<file path="config.mk">
export PLATFORM = sky130hd
export DESIGN_NAME = plsr_bank
export DESIGN_NICKNAME = d
export VERILOG_FILES = /design/src/plsr_pkg.sv /design/src/plsr_bank.sv
export VERILOG_INCLUDE_DIRS = /design/src /design/src/src
export SDC_FILE = /design/constraint.sdc
export NUM_CORES = 1
export LEC_CHECK = 0
export ABC_AREA = 0
export BUFFER_PORTS_ARGS = -buffer_cell sky130_fd_sc_hd__buf_2
export CAP_MARGIN = 0
export CORE_MARGIN = 2
export CORE_UTILIZATION = 30
export DETAILED_ROUTE_END_ITERATION = 16
export GPL_TIMING_DRIVEN = 0
export PLACE_DENSITY = 0.55
export SLEW_MARGIN = 20
export SYNTH_ARGS = -nofsm -noshare
export SYNTH_HDL_FRONTEND = slang
export SYNTH_SLANG_ARGS = --single-unit
export TNS_END_PERCENT = 10
</file>
<file path="constraint.sdc">
create_clock -name core_clk -period 1.6 [get_ports core_clk]
set_input_delay 0.08 -clock core_clk [delete_from_list [all_inputs] [get_ports core_clk]]
set_output_delay 0.08 -clock core_clk [all_outputs]
set_load 0.02 [all_outputs]
</file>
<file path="src/plsr_regs.svh">
// Register offsets, bit positions and reset values of the port link status bank
`ifndef PLSR_REGS_SVH
`define PLSR_REGS_SVH
`define PLSR_P1_STAT0_OFS 8'h1E
`define PLSR_P2_STAT0_OFS 8'h2E
`define PLSR_P3_STAT0_OFS 8'h3E
`define PLSR_P1_STAT1_OFS 8'h1F
`define PLSR_P2_STAT1_OFS 8'h2F
`define PLSR_P3_STAT1_OFS 8'h3F
`define PLSR_S1_ALGO_BIT 7
`define PLSR_S1_RSVD_BIT 6
`define PLSR_S1_POL_BIT 5
`define PLSR_S1_TXP_BIT 4
`define PLSR_S1_RXP_BIT 3
`define PLSR_S1_SPD_BIT 2
`define PLSR_S1_DUP_BIT 1
`define PLSR_S1_FEF_BIT 0
`define PLSR_S0_PAUSE_BIT 4
`define PLSR_S0_ABIL_MSB 3
`define PLSR_S0_ABIL_LSB 0
`define PLSR_RSVD_VALUE 1'b0
`define PLSR_ALGO_RESET 1'b1
`define PLSR_ZERO_BYTE 8'h00
`endif

</file>
<file path="src/plsr_pkg.sv">
// Types shared by the port link status bank
package plsr_pkg;
    // Live state reported by one transceiver port
    typedef struct packed {
        logic crossover_state;
        logic negotiation_complete;
        logic link_good;
        logic partner_pause;
        logic partner_100fd;
        logic partner_100hd;
        logic partner_10fd;
        logic partner_10hd;
    } plsr_phy_stat_t;
    // Resolved link state reported by every port
    typedef struct packed {
        logic pol_reversed;
        logic tx_pause_active;
        logic rx_pause_active;
        logic speed_100;
        logic duplex_full;
        logic far_end_fault;
    } plsr_link_stat_t;
    // Register access request
    typedef struct packed {
        logic       rd;
        logic       wr;
        logic [7:0] addr;
        logic [7:0] wdata;
    } plsr_req_t;
endpackage

</file>
<file path="src/plsr_bank.sv">
// Per-port link status register bank of a three-port switch
// Notes on behaviour
// [RQ1] Status zero bits 7,6,5: crossover state, negotiation complete, link good; read-only
// [RQ2] Status zero bit 4: partner pause capability, read-only, zero at reset
// [RQ3] Status zero bits 3..0: partner 100FD, 100HD, 10FD, 10HD abilities
// [RQ4] Third port has no status zero; its slot reads zero
// [RQ5] Status one exists for all three ports at 0x1F, 0x2F, 0x3F
// [RQ6] Status one bit 7 writable crossover algorithm select, default 1, unused on port 3
// [RQ7] Status one bit 6 reserved, reads zero; software leaves it alone
// [RQ8] Status one bit 5 reversed receive polarity, 10 Mb/s only, not on port 3
// [RQ9] Status one bit 4 transmit pause active
// [RQ10] Status one bit 3 receive pause active
// [RQ11] Status one bit 2 resolved speed, 1 means 100 Mb/s
// [RQ12] Status one bit 1 resolved duplex, 1 means full
// [RQ13] Status one bit 0 far-end fault, only on port 1
// [RQ14] Status zero of port 1 at 0x1E, port 2 at 0x2E
// [RQ15] Status fields track live state, reads have no side effects, RO writes ignored
`timescale 1ns/1ps
`default_nettype none
`include "plsr_regs.svh"
module plsr_bank (
    input wire logic core_clk,
    input wire logic resetn,
    input wire plsr_pkg::plsr_req_t req,
    output logic [7:0] rdata,
    output logic rvalid,
    input wire plsr_pkg::plsr_phy_stat_t phy1_stat,
    input wire plsr_pkg::plsr_phy_stat_t phy2_stat,
    input wire plsr_pkg::plsr_link_stat_t link1_stat,
    input wire plsr_pkg::plsr_link_stat_t link2_stat,
    input wire plsr_pkg::plsr_link_stat_t link3_stat,
    output logic [1:0] crossover_algo_select
);
    // ==========================================================
    // Offset decoding
    // Used by the checks only; the write path and the read decode compare the offsets directly
    function automatic logic is_algo_ofs(input logic [7:0] a);
        return (a == `PLSR_P1_STAT1_OFS) || (a == `PLSR_P2_STAT1_OFS);
    endfunction

    // Status one exists for all three ports
    function automatic logic is_stat1_ofs(input logic [7:0] a);
        return is_algo_ofs(a) || (a == `PLSR_P3_STAT1_OFS);
    endfunction

    // The third port's status zero slot counts as mapped: it answers, with zero
    function automatic logic is_stat0_ofs(input logic [7:0] a);
        return (a == `PLSR_P1_STAT0_OFS) || (a == `PLSR_P2_STAT0_OFS) || (a == `PLSR_P3_STAT0_OFS);
    endfunction

    // Anything else on the bus is outside this bank and reads as zero
    function automatic logic is_mapped_ofs(input logic [7:0] a);
        return is_stat0_ofs(a) || is_stat1_ofs(a);
    endfunction

    // ==========================================================
    // Live status capture
    // Inputs are sampled every cycle so reads see state one cycle old; cleared by reset.
    // One flop stage costs a cycle of lag but keeps the read mux off the transceiver wires.
    plsr_pkg::plsr_phy_stat_t ph1_q, ph2_q;
    plsr_pkg::plsr_link_stat_t ln1_q, ln2_q, ln3_q;

    // Negotiation state and partner abilities of the two transceiver ports
    always_ff @(posedge core_clk or negedge resetn) begin
        if (!resetn) begin
            ph1_q <= '0;
            ph2_q <= '0;
        end else begin
            ph1_q <= phy1_stat; // see [RQ1] see [RQ2] see [RQ3] see [RQ15]
            ph2_q <= phy2_stat; // see [RQ15]
        end
    end

    // Resolved speed, duplex, pause and fault state of all three ports
    always_ff @(posedge core_clk or negedge resetn) begin
        if (!resetn) begin
            ln1_q <= '0;
            ln2_q <= '0;
            ln3_q <= '0;
        end else begin
            ln1_q <= link1_stat; // see [RQ9] see [RQ10] see [RQ11] see [RQ12]
            ln2_q <= link2_stat; // see [RQ15]
            ln3_q <= link3_stat; // see [RQ15]
        end
    end

    // ==========================================================
    // Crossover algorithm select
    // Only the transceiver ports hold this bit; a write to port 3 status one changes nothing
    logic [1:0] algo_q;
    always_ff @(posedge core_clk or negedge resetn) begin
        if (!resetn) begin
            algo_q <= {2{`PLSR_ALGO_RESET}}; // see [RQ6]
        end else if (req.wr) begin
            if (req.addr == `PLSR_P1_STAT1_OFS) begin
                algo_q[0] <= req.wdata[`PLSR_S1_ALGO_BIT]; // see [RQ6]
            end else if (req.addr == `PLSR_P2_STAT1_OFS) begin
                algo_q[1] <= req.wdata[`PLSR_S1_ALGO_BIT]; // see [RQ6]
            end
        end
    end
    assign crossover_algo_select = algo_q;

    // ==========================================================
    // Status one assembly
    function automatic logic [7:0] stat1(input logic algo, input plsr_pkg::plsr_link_stat_t s,
                                         input logic pol_ok, input logic fef_ok);
        logic [7:0] v;
        v = `PLSR_ZERO_BYTE;
        v[`PLSR_S1_ALGO_BIT] = algo; // see [RQ6]
        v[`PLSR_S1_RSVD_BIT] = `PLSR_RSVD_VALUE; // see [RQ7]
        // Polarity detection only means something at 10 Mb/s, so it is hidden at 100
        v[`PLSR_S1_POL_BIT] = s.pol_reversed & pol_ok & ~s.speed_100; // see [RQ8]
        v[`PLSR_S1_TXP_BIT] = s.tx_pause_active; // see [RQ9]
        v[`PLSR_S1_RXP_BIT] = s.rx_pause_active; // see [RQ10]
        v[`PLSR_S1_SPD_BIT] = s.speed_100; // see [RQ11]
        v[`PLSR_S1_DUP_BIT] = s.duplex_full; // see [RQ12]
        // Only the first port carries far-end fault; elsewhere the input is ignored
        v[`PLSR_S1_FEF_BIT] = s.far_end_fault & fef_ok; // see [RQ13]
        return v;
    endfunction

    // ==========================================================
    // Read decode
    // Reads are pure: no state changes on any read; unmapped offsets return zero
    logic [7:0] rd_d;
    always_comb begin
        rd_d = `PLSR_ZERO_BYTE;
        if (req.addr == `PLSR_P1_STAT0_OFS) begin
            rd_d = ph1_q; // see [RQ14]
        end else if (req.addr == `PLSR_P2_STAT0_OFS) begin
            rd_d = ph2_q; // see [RQ14]
        end else if (req.addr == `PLSR_P3_STAT0_OFS) begin
            rd_d = `PLSR_ZERO_BYTE; // see [RQ4]
        end else if (req.addr == `PLSR_P1_STAT1_OFS) begin
            rd_d = stat1(algo_q[0], ln1_q, 1'b1, 1'b1); // see [RQ5]
        end else if (req.addr == `PLSR_P2_STAT1_OFS) begin
            // Second transceiver: polarity shown, no far-end fault indication
            rd_d = stat1(algo_q[1], ln2_q, 1'b1, 1'b0); // see [RQ5]
        end else if (req.addr == `PLSR_P3_STAT1_OFS) begin
            // Third port has no transceiver: no algorithm select, polarity or far-end fault
            rd_d = stat1(1'b0, ln3_q, 1'b0, 1'b0); // see [RQ5]
        end
    end

    // Registered read data, valid one cycle after the request
    always_ff @(posedge core_clk or negedge resetn) begin
        if (!resetn) begin
            rdata <= `PLSR_ZERO_BYTE;
            rvalid <= 1'b0;
        end else begin
            rvalid <= req.rd;
            if (req.rd) begin
                rdata <= rd_d;
            end
        end
    end

    // ==========================================================
    // Checks
    // Each read is answered at the next edge, so every read check pairs a request with that answer

    // Port 1 status zero returns the captured transceiver state whole
    read_p1s0_a: assert property (@(posedge core_clk) disable iff (!resetn) // see [RQ1]
        req.rd && req.addr == `PLSR_P1_STAT0_OFS |=> rdata == $past(ph1_q))
        else $error("port 1 status zero read mismatch");

    // Port 2 status zero sits at its own offset and returns its own port
    read_p2s0_a: assert property (@(posedge core_clk) disable iff (!resetn) // see [RQ14]
        req.rd && req.addr == `PLSR_P2_STAT0_OFS |=> rdata == $past(ph2_q))
        else $error("port 2 status zero read mismatch");

    // Partner pause capability lands in its own bit
    pause_p2_a: assert property (@(posedge core_clk) disable iff (!resetn) // see [RQ2]
        req.rd && req.addr == `PLSR_P2_STAT0_OFS |=> rdata[`PLSR_S0_PAUSE_BIT] == $past(ph2_q.partner_pause))
        else $error("partner pause bit mismatch");

    // Partner abilities keep their documented order in the low nibble
    ability_p1_a: assert property (@(posedge core_clk) disable iff (!resetn) // see [RQ3]
        req.rd && req.addr == `PLSR_P1_STAT0_OFS |=> rdata[`PLSR_S0_ABIL_MSB:`PLSR_S0_ABIL_LSB] ==
        $past({ph1_q.partner_100fd, ph1_q.partner_100hd, ph1_q.partner_10fd, ph1_q.partner_10hd}))
        else $error("partner ability bits mismatch");

    // The third port's status zero slot carries nothing
    rsvd_zero_a: assert property (@(posedge core_clk) disable iff (!resetn) // see [RQ4]
        req.rd && req.addr == `PLSR_P3_STAT0_OFS |=> rdata == `PLSR_ZERO_BYTE)
        else $error("port 3 status zero slot not zero");

    // Reserved bit of every status one word reads zero
    bit6_zero_a: assert property (@(posedge core_clk) disable iff (!resetn) // see [RQ7]
        rvalid |-> !(rdata[`PLSR_S1_RSVD_BIT] && $past(is_stat1_ofs(req.addr))))
        else $error("reserved bit 6 read as one");

    // Port 1 status one shows its own algorithm select
    p1_algo_rd_a: assert property (@(posedge core_clk) disable iff (!resetn) // see [RQ5]
        req.rd && req.addr == `PLSR_P1_STAT1_OFS |=> rdata[`PLSR_S1_ALGO_BIT] == $past(algo_q[0]))
        else $error("port 1 algorithm select read mismatch");

    // Port 2 status one shows its own algorithm select
    p2_algo_rd_a: assert property (@(posedge core_clk) disable iff (!resetn) // see [RQ6]
        req.rd && req.addr == `PLSR_P2_STAT1_OFS |=> rdata[`PLSR_S1_ALGO_BIT] == $past(algo_q[1]))
        else $error("port 2 algorithm select read mismatch");

    // The third port has no crossover, so its select bit reads zero
    p3_algo_zero_a: assert property (@(posedge core_clk) disable iff (!resetn) // see [RQ6]
        req.rd && req.addr == `PLSR_P3_STAT1_OFS |=> !rdata[`PLSR_S1_ALGO_BIT])
        else $error("port 3 algorithm select not zero");

    // No polarity report on the third port
    pol_p3_a: assert property (@(posedge core_clk) disable iff (!resetn) // see [RQ8]
        req.rd && req.addr == `PLSR_P3_STAT1_OFS |=> !rdata[`PLSR_S1_POL_BIT])
        else $error("polarity reported on port 3");

    // Polarity is hidden at 100 Mb/s
    pol_fast_a: assert property (@(posedge core_clk) disable iff (!resetn) // see [RQ8]
        req.rd && req.addr == `PLSR_P1_STAT1_OFS && ln1_q.speed_100 |=> !rdata[`PLSR_S1_POL_BIT])
        else $error("polarity reported at 100 Mb/s");

    // Polarity passes through at 10 Mb/s
    pol_slow_a: assert property (@(posedge core_clk) disable iff (!resetn) // see [RQ8]
        req.rd && req.addr == `PLSR_P2_STAT1_OFS && !ln2_q.speed_100 |=>
        rdata[`PLSR_S1_POL_BIT] == $past(ln2_q.pol_reversed))
        else $error("polarity lost at 10 Mb/s");

    // Transmit pause activity
    txp_p1_a: assert property (@(posedge core_clk) disable iff (!resetn) // see [RQ9]
        req.rd && req.addr == `PLSR_P1_STAT1_OFS |=> rdata[`PLSR_S1_TXP_BIT] == $past(ln1_q.tx_pause_active))
        else $error("transmit pause bit mismatch");

    // Receive pause activity
    rxp_p2_a: assert property (@(posedge core_clk) disable iff (!resetn) // see [RQ10]
        req.rd && req.addr == `PLSR_P2_STAT1_OFS |=> rdata[`PLSR_S1_RXP_BIT] == $past(ln2_q.rx_pause_active))
        else $error("receive pause bit mismatch");

    // Resolved speed
    speed_a: assert property (@(posedge core_clk) disable iff (!resetn) // see [RQ11]
        req.rd && req.addr == `PLSR_P3_STAT1_OFS |=> rdata[`PLSR_S1_SPD_BIT] == $past(ln3_q.speed_100))
        else $error("speed bit mismatch");

    // Resolved duplex
    duplex_a: assert property (@(posedge core_clk) disable iff (!resetn) // see [RQ12]
        req.rd && req.addr == `PLSR_P2_STAT1_OFS |=> rdata[`PLSR_S1_DUP_BIT] == $past(ln2_q.duplex_full))
        else $error("duplex bit mismatch");

    // Far-end fault passes through on the first port
    fef_p1_a: assert property (@(posedge core_clk) disable iff (!resetn) // see [RQ13]
        req.rd && req.addr == `PLSR_P1_STAT1_OFS |=> rdata[`PLSR_S1_FEF_BIT] == $past(ln1_q.far_end_fault))
        else $error("far-end fault lost on port 1");

    // Far-end fault never shows on the second port
    fef_p2_a: assert property (@(posedge core_clk) disable iff (!resetn) // see [RQ13]
        req.rd && req.addr == `PLSR_P2_STAT1_OFS |=> !rdata[`PLSR_S1_FEF_BIT])
        else $error("far-end fault reported on port 2");

    // Far-end fault never shows on the third port
    fef_p3_a: assert property (@(posedge core_clk) disable iff (!resetn) // see [RQ13]
        req.rd && req.addr == `PLSR_P3_STAT1_OFS |=> !rdata[`PLSR_S1_FEF_BIT])
        else $error("far-end fault reported on port 3");

    // A write to port 1 status one stores its select bit
    algo_wr_a: assert property (@(posedge core_clk) disable iff (!resetn) // see [RQ6]
        req.wr && req.addr == `PLSR_P1_STAT1_OFS |=> algo_q[0] == $past(req.wdata[`PLSR_S1_ALGO_BIT]))
        else $error("algorithm select write lost");

    // A write to port 2 status one stores its select bit
    algo_wr2_a: assert property (@(posedge core_clk) disable iff (!resetn) // see [RQ6]
        req.wr && req.addr == `PLSR_P2_STAT1_OFS |=> algo_q[1] == $past(req.wdata[`PLSR_S1_ALGO_BIT]))
        else $error("port 2 algorithm select write lost");

    // Nothing but a select write moves the select bits
    algo_hold_a: assert property (@(posedge core_clk) disable iff (!resetn) // see [RQ15]
        !(req.wr && is_algo_ofs(req.addr)) |=> $stable(algo_q))
        else $error("algorithm select changed without write");

    // A write to the third port's status one changes nothing
    p3_wr_ignored_a: assert property (@(posedge core_clk) disable iff (!resetn) // see [RQ6]
        req.wr && req.addr == `PLSR_P3_STAT1_OFS |=> $stable(algo_q))
        else $error("port 3 write changed algorithm select");

    // Right after reset both ports select the first algorithm
    algo_reset_a: assert property (@(posedge core_clk) disable iff (!resetn) // see [RQ6]
        $rose(resetn) |-> algo_q == {2{`PLSR_ALGO_RESET}})
        else $error("algorithm select default wrong");

    // Offsets outside the bank read as zero
    unmapped_a: assert property (@(posedge core_clk) disable iff (!resetn) // see [RQ15]
        req.rd && !is_mapped_ofs(req.addr) |=> rdata == `PLSR_ZERO_BYTE)
        else $error("unmapped offset read nonzero");

    // Read data holds between reads
    rdata_hold_a: assert property (@(posedge core_clk) disable iff (!resetn) // see [RQ15]
        !req.rd |=> $stable(rdata))
        else $error("read data moved without a read");

    // One answer for each read, one cycle later
    rvalid_a: assert property (@(posedge core_clk) disable iff (!resetn) // see [RQ5]
        req.rd |=> rvalid ##1 (rvalid == $past(req.rd)))
        else $error("read answer timing wrong");

    // No answer without a read
    rvalid_idle_a: assert property (@(posedge core_clk) disable iff (!resetn) // see [RQ15]
        !req.rd |=> !rvalid)
        else $error("read answer without a read");

    // Transceiver state is followed every cycle once out of reset
    phy_track_a: assert property (@(posedge core_clk) disable iff (!resetn) // see [RQ15]
        $past(resetn) |-> ph1_q == $past(phy1_stat) && ph2_q == $past(phy2_stat))
        else $error("transceiver state not tracked");

    // Link state is followed every cycle once out of reset
    link_track_a: assert property (@(posedge core_clk) disable iff (!resetn) // see [RQ15]
        $past(resetn) |-> ln1_q == $past(link1_stat) && ln2_q == $past(link2_stat) && ln3_q == $past(link3_stat))
        else $error("link state not tracked");
endmodule
`default_nettype wire

</file>
==> results of run 1 <==
## sequential cells by signal, summed over array words and instances (netlist names)
| name | count |
|---|---|
| rdata | 8 |
| ph2_q | 8 |
| ln2_q | 5 |
| ln3_q | 4 |
| ln1_q | 6 |
| crossover_algo_select | 2 |
| rvalid | 1 |
| ph1_q | 8 |
## critical path: cells and delay by family (launching register included)
family,cells,cell delay (ps)
compound gates,3,560
flops,1,360
mux,1,260
## per-stage QoR
stage	total power (W)	instance area, um^2	hold WS [ps]
2_1_floorplan	0.00124	1550	-216
3_3_place_gp	0.00135	1910	187
3_5_place_dp	0.00136	1910	189
4_1_cts	0.00207	2320	8.22
5_1_grt	0.00217	2320	15.3
6_report	0.00206	2320	12.7
## timing repair
item / CTS / global route
endpoints found under the setup margin: 0 / 1
resized for setup: 0 / 1
hold endpoints to repair: 72 / 0
hold buffers: 33 / 0
## power by group through the flow
stage | combinational (W) | clock (W) | sequential [W]
floorplan | 0.0000721 | 0 | 0.00117
global placement | 0.000195 | 0 | 0.00115
detailed placement | 0.000201 | 0 | 0.00116
CTS | 0.000263 | 0.000676 | 0.00113
global route | 0.000286 | 0.000745 | 0.00114
finish | 0.000259 | 0.000662 | 0.00113
## how the worst max path moves through the flow
stage / startpoint / to / depth (start not counted)
finish: ln3_q[4]$_DFF_PN0_ / rdata[4]$_DFFE_PN0P_ / 4
global placement: req[15] / rdata[3]$_DFFE_PN0P_ / 5
global route: ln3_q[4]$_DFF_PN0_ / rdata[4]$_DFFE_PN0P_ / 4
CTS: req[17] / rdata[4]$_DFFE_PN0P_ / 5
floorplan: req[12] / rdata[3]$_DFFE_PN0P_ / 5
detailed placement: req[15] / rdata[3]$_DFFE_PN0P_ / 5
## cell type report
class | instances | area (um^2) | area share, %
flip-flops and latches | 42 | 1050 | 45.4
repair buffers | 86 | 596 | 25.7
multi-input cells | 54 | 457 | 19.7
well taps | 70 | 87.6 | 3.78
clock buffers | 6 | 72.6 | 3.13
plain buffers | 5 | 27.5 | 1.19
clock inverters | 2 | 13.8 | 0.594
inverters | 3 | 11.3 | 0.486
## cell families (layout without fill, tap and decap cells)
kind of cell / after synthesis / after routing / synth area share, %
buf+inv: 8 / 102 / 2.74
flops: 42 / 42 / 67.8
mux: 7 / 7 / 5.08
simple gates: 18 / 18 / 9.43
compound gates: 29 / 29 / 14.9
## cells in the final DEF, fill, tap and decap left out, drive strengths merged, types with 2 or more instances in the layout
cell,instances
o221a,4
clkinv,2
dfrtp,40
nand2,2
nand4,2
dfstp,2
nor4b,2
nor2,3
nand3,2
buf,56
a32oi,2
nor2b,2
inv,3
a22oi,6
a21oi,6
mux2,7
o21a,3
dlygate4sd3,33
o221ai,4
clkbuf,8
## per-layer routing
layer  share of wire, %  routed length (um)  vias to the layer above
met5                  0                   0                        -
met4               0.57                  20                        0
met3                4.3                 149                        7
met2                 54                1890                       31
met1                 41                1420                      567
li1                   -                   -                      574
==> impl_metrics.yaml, run 1 <==
power:
  clock_power_share_pct: 32.2
  sw_frac_of_total_pct: 23.9
  ir_worst_vdd_mv: 0.544
  comb_power_share_pct: 12.6
  internal-power_w: 0.00156
  power.switching_w: 0.000491
  p_leak_nw: 1.07
  powerDensity_mw_per_mm2: 886
  seqPwrFrac_pct: 55.2
yosys:
  synth_warnings: 0
  yosysMostFrequentCell: "dfrtp_1"
  yosys-top-cells-count: "dfrtp_1, a21oi_1, a22oi_1"
  synth_fp_nets: 158
  yosys.area.top_type: "dfrtp_1"
  synth_enable_flop_cells: 0
  avgSynthCellArea_um2: 14.9
  syn_area_mm2: 0.00155
  synth.distinct_cells: 30
  synth.top_cells.by_area: "dfrtp_1, mux2_2, dfstp_2"
  synth_ff_type: "dfrtp_1"
  syn_inst: 104
  async_reset_ff_share_pct: 100
  ys_seq_area_share_pct: 67.8
  ys_ff_latch: 42
  netlist.area_leader.share_pct: 64.5
timing:
  finClkSkew_ps: 3.65
  setup_slack_ps: 308
  drv_slew: 0
  worst_slew_pin_slew_ps: 896
  fmax_mhz: 774
  grt_setup_unrepaired: "false"
  post-route-period-util_pct: 80.8
  setup_violations: 0
  fin_setup_tns_ps: 0
  slew_headroom_pct: 40.3
  min_period_ps: 1290
  hold_viol: 0
job:
  drv_cap: 0
placement:
  dpl.cell_count: 227
  preCtsSetupSlack_ps: 142
  dpl.hpwl_um: 2460
  gp_congestion: 0.755
  port_buffers: 53
clock_network:
  cts_sinks: 42
  cts_tree: "done"
  clkLatencyLatePin_ps: 290
  cts_buffer_depth: 2
  clkTransAtPathRegs_ps: 80
  cts_root_buf: "clkbuf_8"
  post-cts-setup-buffer-count: 0
  h-tree-depth: 2
  cts_buffers: 5
global_routing:
  grt_pass1_vias: 1307
  grt_max_degree: 43
  met2_usage_pct: 23.4
  grt.busiest_layer: "met2"
  grt_util_all_layers_pct: 12.7
  grt_pass1_wl_um: 5730
  met1_usage_pct: 13.5
  grt_util_met3_pct: 5.36
  grt_antenna_before_repair: 0
  grt.overflow.total: 0
die:
  die_w_um: 75.9
  start_util_pct: 30.8
  die_area_mm2: 0.00577
  die_h_um: 75.9
  row_count: 26
  io_pins: 65
  core_area_mm2: 0.00504
routing:
  drt-total-wl_um: 3480
  post_drt_wl_per_cell_um: 13.0
  vias: 1179
  ant_nets: 0
  avgViaCountPerCell: 4.40
  drt_iter0_drc: 64
  firstDrtPassIters: 4
  drc: 0
critical_path:
  crit_chain: "mux2_2, a22oi_1, o221ai_1, o221a_1"
  endpoint_kind: "register"
  crit_path_max_incr_delay_ps: 360
  cp_slowest_cell: "dfrtp_1"
  r2r_slack_ps: 310
  r2r-start: "ln3_q[4]$_DFF_PN0_"
  r2r-end: "rdata[4]$_DFFE_PN0P_"
  required_ps: 1780
  worstPathMaxFanout: 1
  crit_type: "register to register"
  rr_worst_depth: 4
  worst_ep_arrival_time_ps: 1470
  startpoint_type: "register"
layout:
  fill_cells: 471
  drive_gt1_share_pct: 38.9
  fin_nets: 251
  area_growth_pct: 49.3
  final_cells: 268
  fin_util_pct: 46.0
  num_antenna_cells: 0
hold_path:
  worstHoldStart: "req[7]"
  hold_class: "input pin to register"
  worst_hold_path.num_cells: 2
  holdPathEnd: "crossover_algo_select[1]$_DFFE_PN1P_"
outcome:
  status: "finished clean"
(Power assumes the default switching activity.)
==> inputs of run 2 (changes only) <==
- ABC_AREA: 0 -> 1
- clock period: 1.6 -> 1.2 ns (I/O delays scaled with it)
==> impl_metrics.yaml, run 2 <==
layout:
  fin_util_pct: 45.4
  area.sequential_mm2: 0.00105
  drive_gt1_share_pct: 29.5
  multi_input_area_um2: 482
  layout_commonest_cell: "buf_2"
  area_growth_pct: 48.6
  fin_nets: 314
  stdcell_area_mm2: 0.00245
  fill_cells: 525
  final_cell_mix: "buf_2, dfrtp_1, nand2_1, dlygate4sd3_1, nand3_1"
  num_antenna_cells: 0
  top_regs: "ph1_q: 8 flops, ph2_q: 8 flops, rdata: 8 flops"
critical_path:
  crit_path_max_incr_delay_ps: 550
  worstPathMaxFanout: 3
  crit_type: "register to primary output"
  cp_slowest_cell: "dfstp_2"
  crit_family: "flip-flops"
  critPathBufInv: 1
  worst_ep_arrival_time_ps: 1000
  endpoint_kind: "primary output"
  required_ps: 1140
  startpoint_type: "register"
  crit_chain: "buf_2"
yosys:
  synth.distinct_cells: 18
  syn_area_mm2: 0.00165
  synth_ff_type: "dfrtp_1"
  ys_seq_area_share_pct: 63.8
  yosys-top-cells-count: "dfrtp_1, nand2_1, nand3_1"
  netlist.area_leader.share_pct: 60.6
  ys_ff_latch: 42
  syn_inst: 165
  synth_enable_flop_cells: 0
  synth_warnings: 0
  avgSynthCellArea_um2: 10.0
  async_reset_ff_share_pct: 100
  yosysMostFrequentCell: "dfrtp_1"
  synth.top_cells.by_area: "dfrtp_1, nand3_1, nand2_1"
  synth_fp_nets: 219
  yosys.area.top_type: "dfrtp_1"
die:
  die_area_mm2: 0.00611
  row_count: 27
  start_util_pct: 30.6
  io_pins: 65
  core_area_mm2: 0.00541
  die_w_um: 78.2
  die_h_um: 78.2
clock_network:
  clkTransAtPathRegs_ps: 90
  cts_sinks: 42
  clkLatencyLatePin_ps: 290
  h-tree-depth: 2
  cts_buffer_depth: 2
  post-cts-setup-buffer-count: 0
  cts_buffers: 5
  cts_tree: "done"
  cts_root_buf: "clkbuf_8"
routing:
  post_drt_wl_per_cell_um: 11.0
  drc: 0
  vias: 1384
  avgViaCountPerCell: 4.16
  ant_nets: 0
  drt-total-wl_um: 3650
  firstDrtPassIters: 4
  drt_iter0_drc: 55
timing:
  holdWs_ps: 262
  grt_setup_unrepaired: "false"
  setup_slack_ps: 137
  min_period_ps: 1060
  post-route-period-util_pct: 88.6
  fmax_mhz: 941
  hold_viol: 0
  fin_setup_tns_ps: 0
  drv_slew: 0
  finClkSkew_ps: 11.5
  slew_headroom_pct: 40.1
  setup_violations: 0
  worst_slew_pin_slew_ps: 899
global_routing:
  grt.busiest_layer: "met2"
  met2_usage_pct: 22.5
  grt_antenna_before_repair: 0
  grt_max_degree: 43
  grt_util_all_layers_pct: 12.8
  met1_usage_pct: 14.6
  grt_pass1_wl_um: 6050
  grt_pass1_vias: 1438
  grt.overflow.total: 0
  grt_util_met3_pct: 3.91
hold_path:
  hold_class: "input pin to register"
power:
  p_leak_nw: 1.26
  ir_worst_vdd_mv: 0.898
  powerDensity_mw_per_mm2: 1110
placement:
  placed_cell_area_mm2: 0.00201
  preCtsSetupSlack_ps: 53.8
  dpl.hpwl_um: 2460
  port_buffers: 54
  gp_congestion: 0.750
outcome:
  status: "finished clean"
job:
  drv_cap: 0
run 2: cell types whose count changed in the layout (fill, tap and decap cells not counted), moves of 4 or more:
cell      before  now
a21oi_1        6    0
a22oi_1        6    0
inv_1          3   20
mux2_2         5    0
nand2_1        2   35
nand2_2        0    5
nand3_1        2   31
nor2_1         3    7
o21ai_0        0    8
o221a_1        4    0
o221ai_1       4    0
run 2: kinds of logic after synthesis:
group	after synthesis	synth area share [%]
buffers and inverters	25	7.04
DFF	42	63.8
AOI/OAI and AO/OA	12	3.86
and+or+nand+nor	86	25.3
run 2: layout make-up:
cell class | count | share of cell area [%]
buffer | 4 | 1.53
clock buffer | 6 | 3.37
clock inverter | 2 | 0.510
inverter | 20 | 3.06
multi-input combinational | 98 | 19.6
sequential | 42 | 42.9
tap | 72 | 3.67
timing repair buffer | 89 | 25.3
run 2: per-layer routing:
metal / vias to the layer above / share of wire (%)
li1: 715 / -
met1: 621 / 44
met2: 42 / 50
met3: 6 / 5.2
met4: 0 / 1.5
met5: - / 0
run 2: worst paths after layout:
check / from / slack [ps] / endpoint / cells past startpoint
worst max-delay path: crossover_algo_select[0]$_DFFE_PN1P_ / 140 / crossover_algo_select[0] / 1
worst min-delay path: req[12] / 260 / crossover_algo_select[0]$_DFFE_PN1P_ / 6
worst max register to register: crossover_algo_select[1]$_DFFE_PN1P_ / 210 / rdata[7]$_DFFE_PN0P_ / 4
worst min register to register: rdata[0]$_DFFE_PN0P_ / 480 / rdata[0]$_DFFE_PN0P_ / 1
max in group asynchronous: resetn / 200 / rdata[4]$_DFFE_PN0P_ / 2
min in group asynchronous: resetn / 440 / ph2_q[3]$_DFF_PN0_ / 2
run 2: report_power, final:
group          leakage, nW  internal (W)  switching [W]
registers            0.502       0.00148      0.0000195
clock network       0.0472      0.000462       0.000468
logic                0.711      0.000159       0.000142
run 2: worst register-to-register path, stage by stage, from the launching register on:
cell and delay, ps:
dfstp_2 530, inv_1 40, o21ai_0 160, nor2_1 70
o21ai_1 120
run 2: repair_timing:
| action | in CTS | in global routing |
|---|---|---|
| hold buffers | 35 | 0 |
| resized for setup | 0 | 0 |
| setup endpoints to repair | 0 | 3 |
| hold endpoints to repair | 74 | 0 |
run 2: through the flow:
step | std cells | power (W)
6_report | 333 | 0.00273
5_1_grt | 333 | 0.00288
4_1_cts | 334 | 0.00277
3_5_place_dp | 291 | 0.00175
3_3_place_gp | 291 | 0.00175
2_1_floorplan | 165 | 0.00162
==> inputs of run 3 (changes only) <==
--- a/config.mk
+++ b/config.mk
@@ -10,10 +10,10 @@
 export BUFFER_PORTS_ARGS = -buffer_cell sky130_fd_sc_hd__buf_2
 export CAP_MARGIN = 0
-export CORE_MARGIN = 2
+export CORE_MARGIN = 1
 export CORE_UTILIZATION = 30
 export DETAILED_ROUTE_END_ITERATION = 16
 export GPL_TIMING_DRIVEN = 0
 export PLACE_DENSITY = 0.55
-export SLEW_MARGIN = 20
+export SLEW_MARGIN = 40
 export SYNTH_ARGS = -nofsm -noshare
 export SYNTH_HDL_FRONTEND = slang
==> constraint.sdc (replaced) <==
create_clock -name core_clk -period 1.2 [get_ports core_clk]
set_input_delay 0.06 -clock core_clk [delete_from_list [all_inputs] [get_ports core_clk]]
set_output_delay 0.06 -clock core_clk [all_outputs]
set_load 0.05 [all_outputs]
==> impl_metrics.yaml, run 3 (synthesis gave the netlist of run 2 again) <==
outcome:
  status: "finished clean"
timing:
  grt_setup_unrepaired: "false"
  worst_slew_pin_slew_ps: 508
  fmax_mhz: 866
  fin_setup_tns_ps: 0
  hold_viol: 0
  finClkSkew_ps: 3.41
  post-route-period-util_pct: 96.2
  drv_slew: 0
  min_period_ps: 1150
  setup_violations: 0
  slew_headroom_pct: 66.1
die:
  die_w_um: 76.2
  row_count: 26
  core_area_mm2: 0.00520
  die_area_mm2: 0.00581
  start_util_pct: 31.7
  die_h_um: 76.2
  io_pins: 65
critical_path:
  critPathBufInv: 1
  endpoint_kind: "primary output"
  crit_chain: "buf_2"
  worstPathMaxFanout: 3
  crit_family: "flip-flops"
  crit_type: "register to primary output"
  crit_path_max_incr_delay_ps: 550
  required_ps: 1140
  cp_slowest_cell: "dfstp_2"
  startpoint_type: "register"
  worst_ep_arrival_time_ps: 1090
global_routing:
  met2_usage_pct: 23.4
  grt_pass1_vias: 1380
  grt.overflow.total: 0
  grt_antenna_before_repair: 0
  grt_util_all_layers_pct: 14.1
  grt.busiest_layer: "met2"
  grt_max_degree: 43
  grt_util_met3_pct: 4.31
  met1_usage_pct: 17.5
  grt_pass1_wl_um: 6280
routing:
  post_drt_wl_per_cell_um: 11.4
  drc: 0
  firstDrtPassIters: 4
  vias: 1430
  drt_iter0_drc: 64
  avgViaCountPerCell: 4.32
  ant_nets: 0
  drt-total-wl_um: 3760
placement:
  dpl.hpwl_um: 2400
  gp_congestion: 0.703
  port_buffers: 54
layout:
  layout_commonest_cell: "buf_2"
  fin_util_pct: 46.9
  area_growth_pct: 47.7
  final_cell_mix: "buf_2, dfrtp_1, nand2_1, dlygate4sd3_1, nand3_1"
  top_regs: "ph1_q: 8 flops, ph2_q: 8 flops, rdata: 8 flops"
  num_antenna_cells: 0
  fin_nets: 314
  drive_gt1_share_pct: 29.1
clock_network:
  cts_tree: "done"
  cts_sinks: 42
  post_cts_resized: 0
  cts_buffers: 5
  cts_buffer_depth: 2
  cts_root_buf: "clkbuf_8"
  clkTransAtPathRegs_ps: 80
  clkLatencyLatePin_ps: 290
  h-tree-depth: 2
job:
  drv_cap: 0
power:
  ir_worst_vdd_mv: 0.815
  p_leak_nw: 1.26
  powerDensity_mw_per_mm2: 1120
hold_path:
  hold_class: "input pin to register"
## run 3: changes by cell type in the layout (fill, tap and decap cells not counted), sizes merged
cell,delta
clkbuf,+1
clkinv,+1
clkinvlp,-1
dlygate4sd3,-1
## run 3: layout make-up
class,count,area [um^2]
Multi-Input combinational cell,98,482
Clock inverter,2,13.8
Tap cell,70,87.6
Sequential cell,42,1050
Inverter,20,75.1
Buffer,5,41.3
Clock buffer,6,72.6
Timing Repair Buffer,88,613
Fill cell,510,2770
## run 3: path summary, 6_finish.rpt
check	from	end	slack [ps]	cells after the start
worst max-delay path	crossover_algo_select[0]$_DFFE_PN1P_	crossover_algo_select[0]	50	1
worst min-delay path	req[16]	crossover_algo_select[0]$_DFFE_PN1P_	10	3
worst max register to register	crossover_algo_select[1]$_DFFE_PN1P_	rdata[7]$_DFFE_PN0P_	200	4
worst min register to register	rdata[2]$_DFFE_PN0P_	rdata[2]$_DFFE_PN0P_	480	2
max in group asynchronous	resetn	crossover_algo_select[1]$_DFFE_PN1P_	560	2
min in group asynchronous	resetn	ph2_q[3]$_DFF_PN0_	280	2
## run 3: report_power, final
group	internal [W]	switching [W]	leakage, nW
registers	0.00148	0.0000202	0.502
clock network	0.000410	0.000472	0.0452
logic	0.000158	0.000177	0.709
## run 3: through the flow
step	cell area [um^2]	setup WS [ps]	hold slack, ps	total power, W	std cells
floorplan	1650	84.4	-236	0.00165	165
global placement	2010	86.6	168	0.00178	289
detailed placement	2010	71.3	72.1	0.00178	289
CTS	2440	34.1	6.16	0.00276	331
global route	2440	0.794	14.6	0.00287	331
finish	2440	45.7	14.2	0.00272	331
## run 3: metal layers
layer | vias to the layer above | share of wire [%]
met1 | 658 | 45
met2 | 49 | 48
met3 | 8 | 5.9
met5 | - | 0
li1 | 715 | -
met4 | 0 | 1.6
## run 3: what timing repair did
item,in CTS,in global routing
hold buffers,34,0
buffers inserted,0,0
hold endpoints to repair,74,0
## run 3: worst reg2reg max path: stages (launching register included)
cell     delay, ps
dfstp_2        530
inv_1           50
o21ai_0        180
nor2_1          70
o21ai_1        110
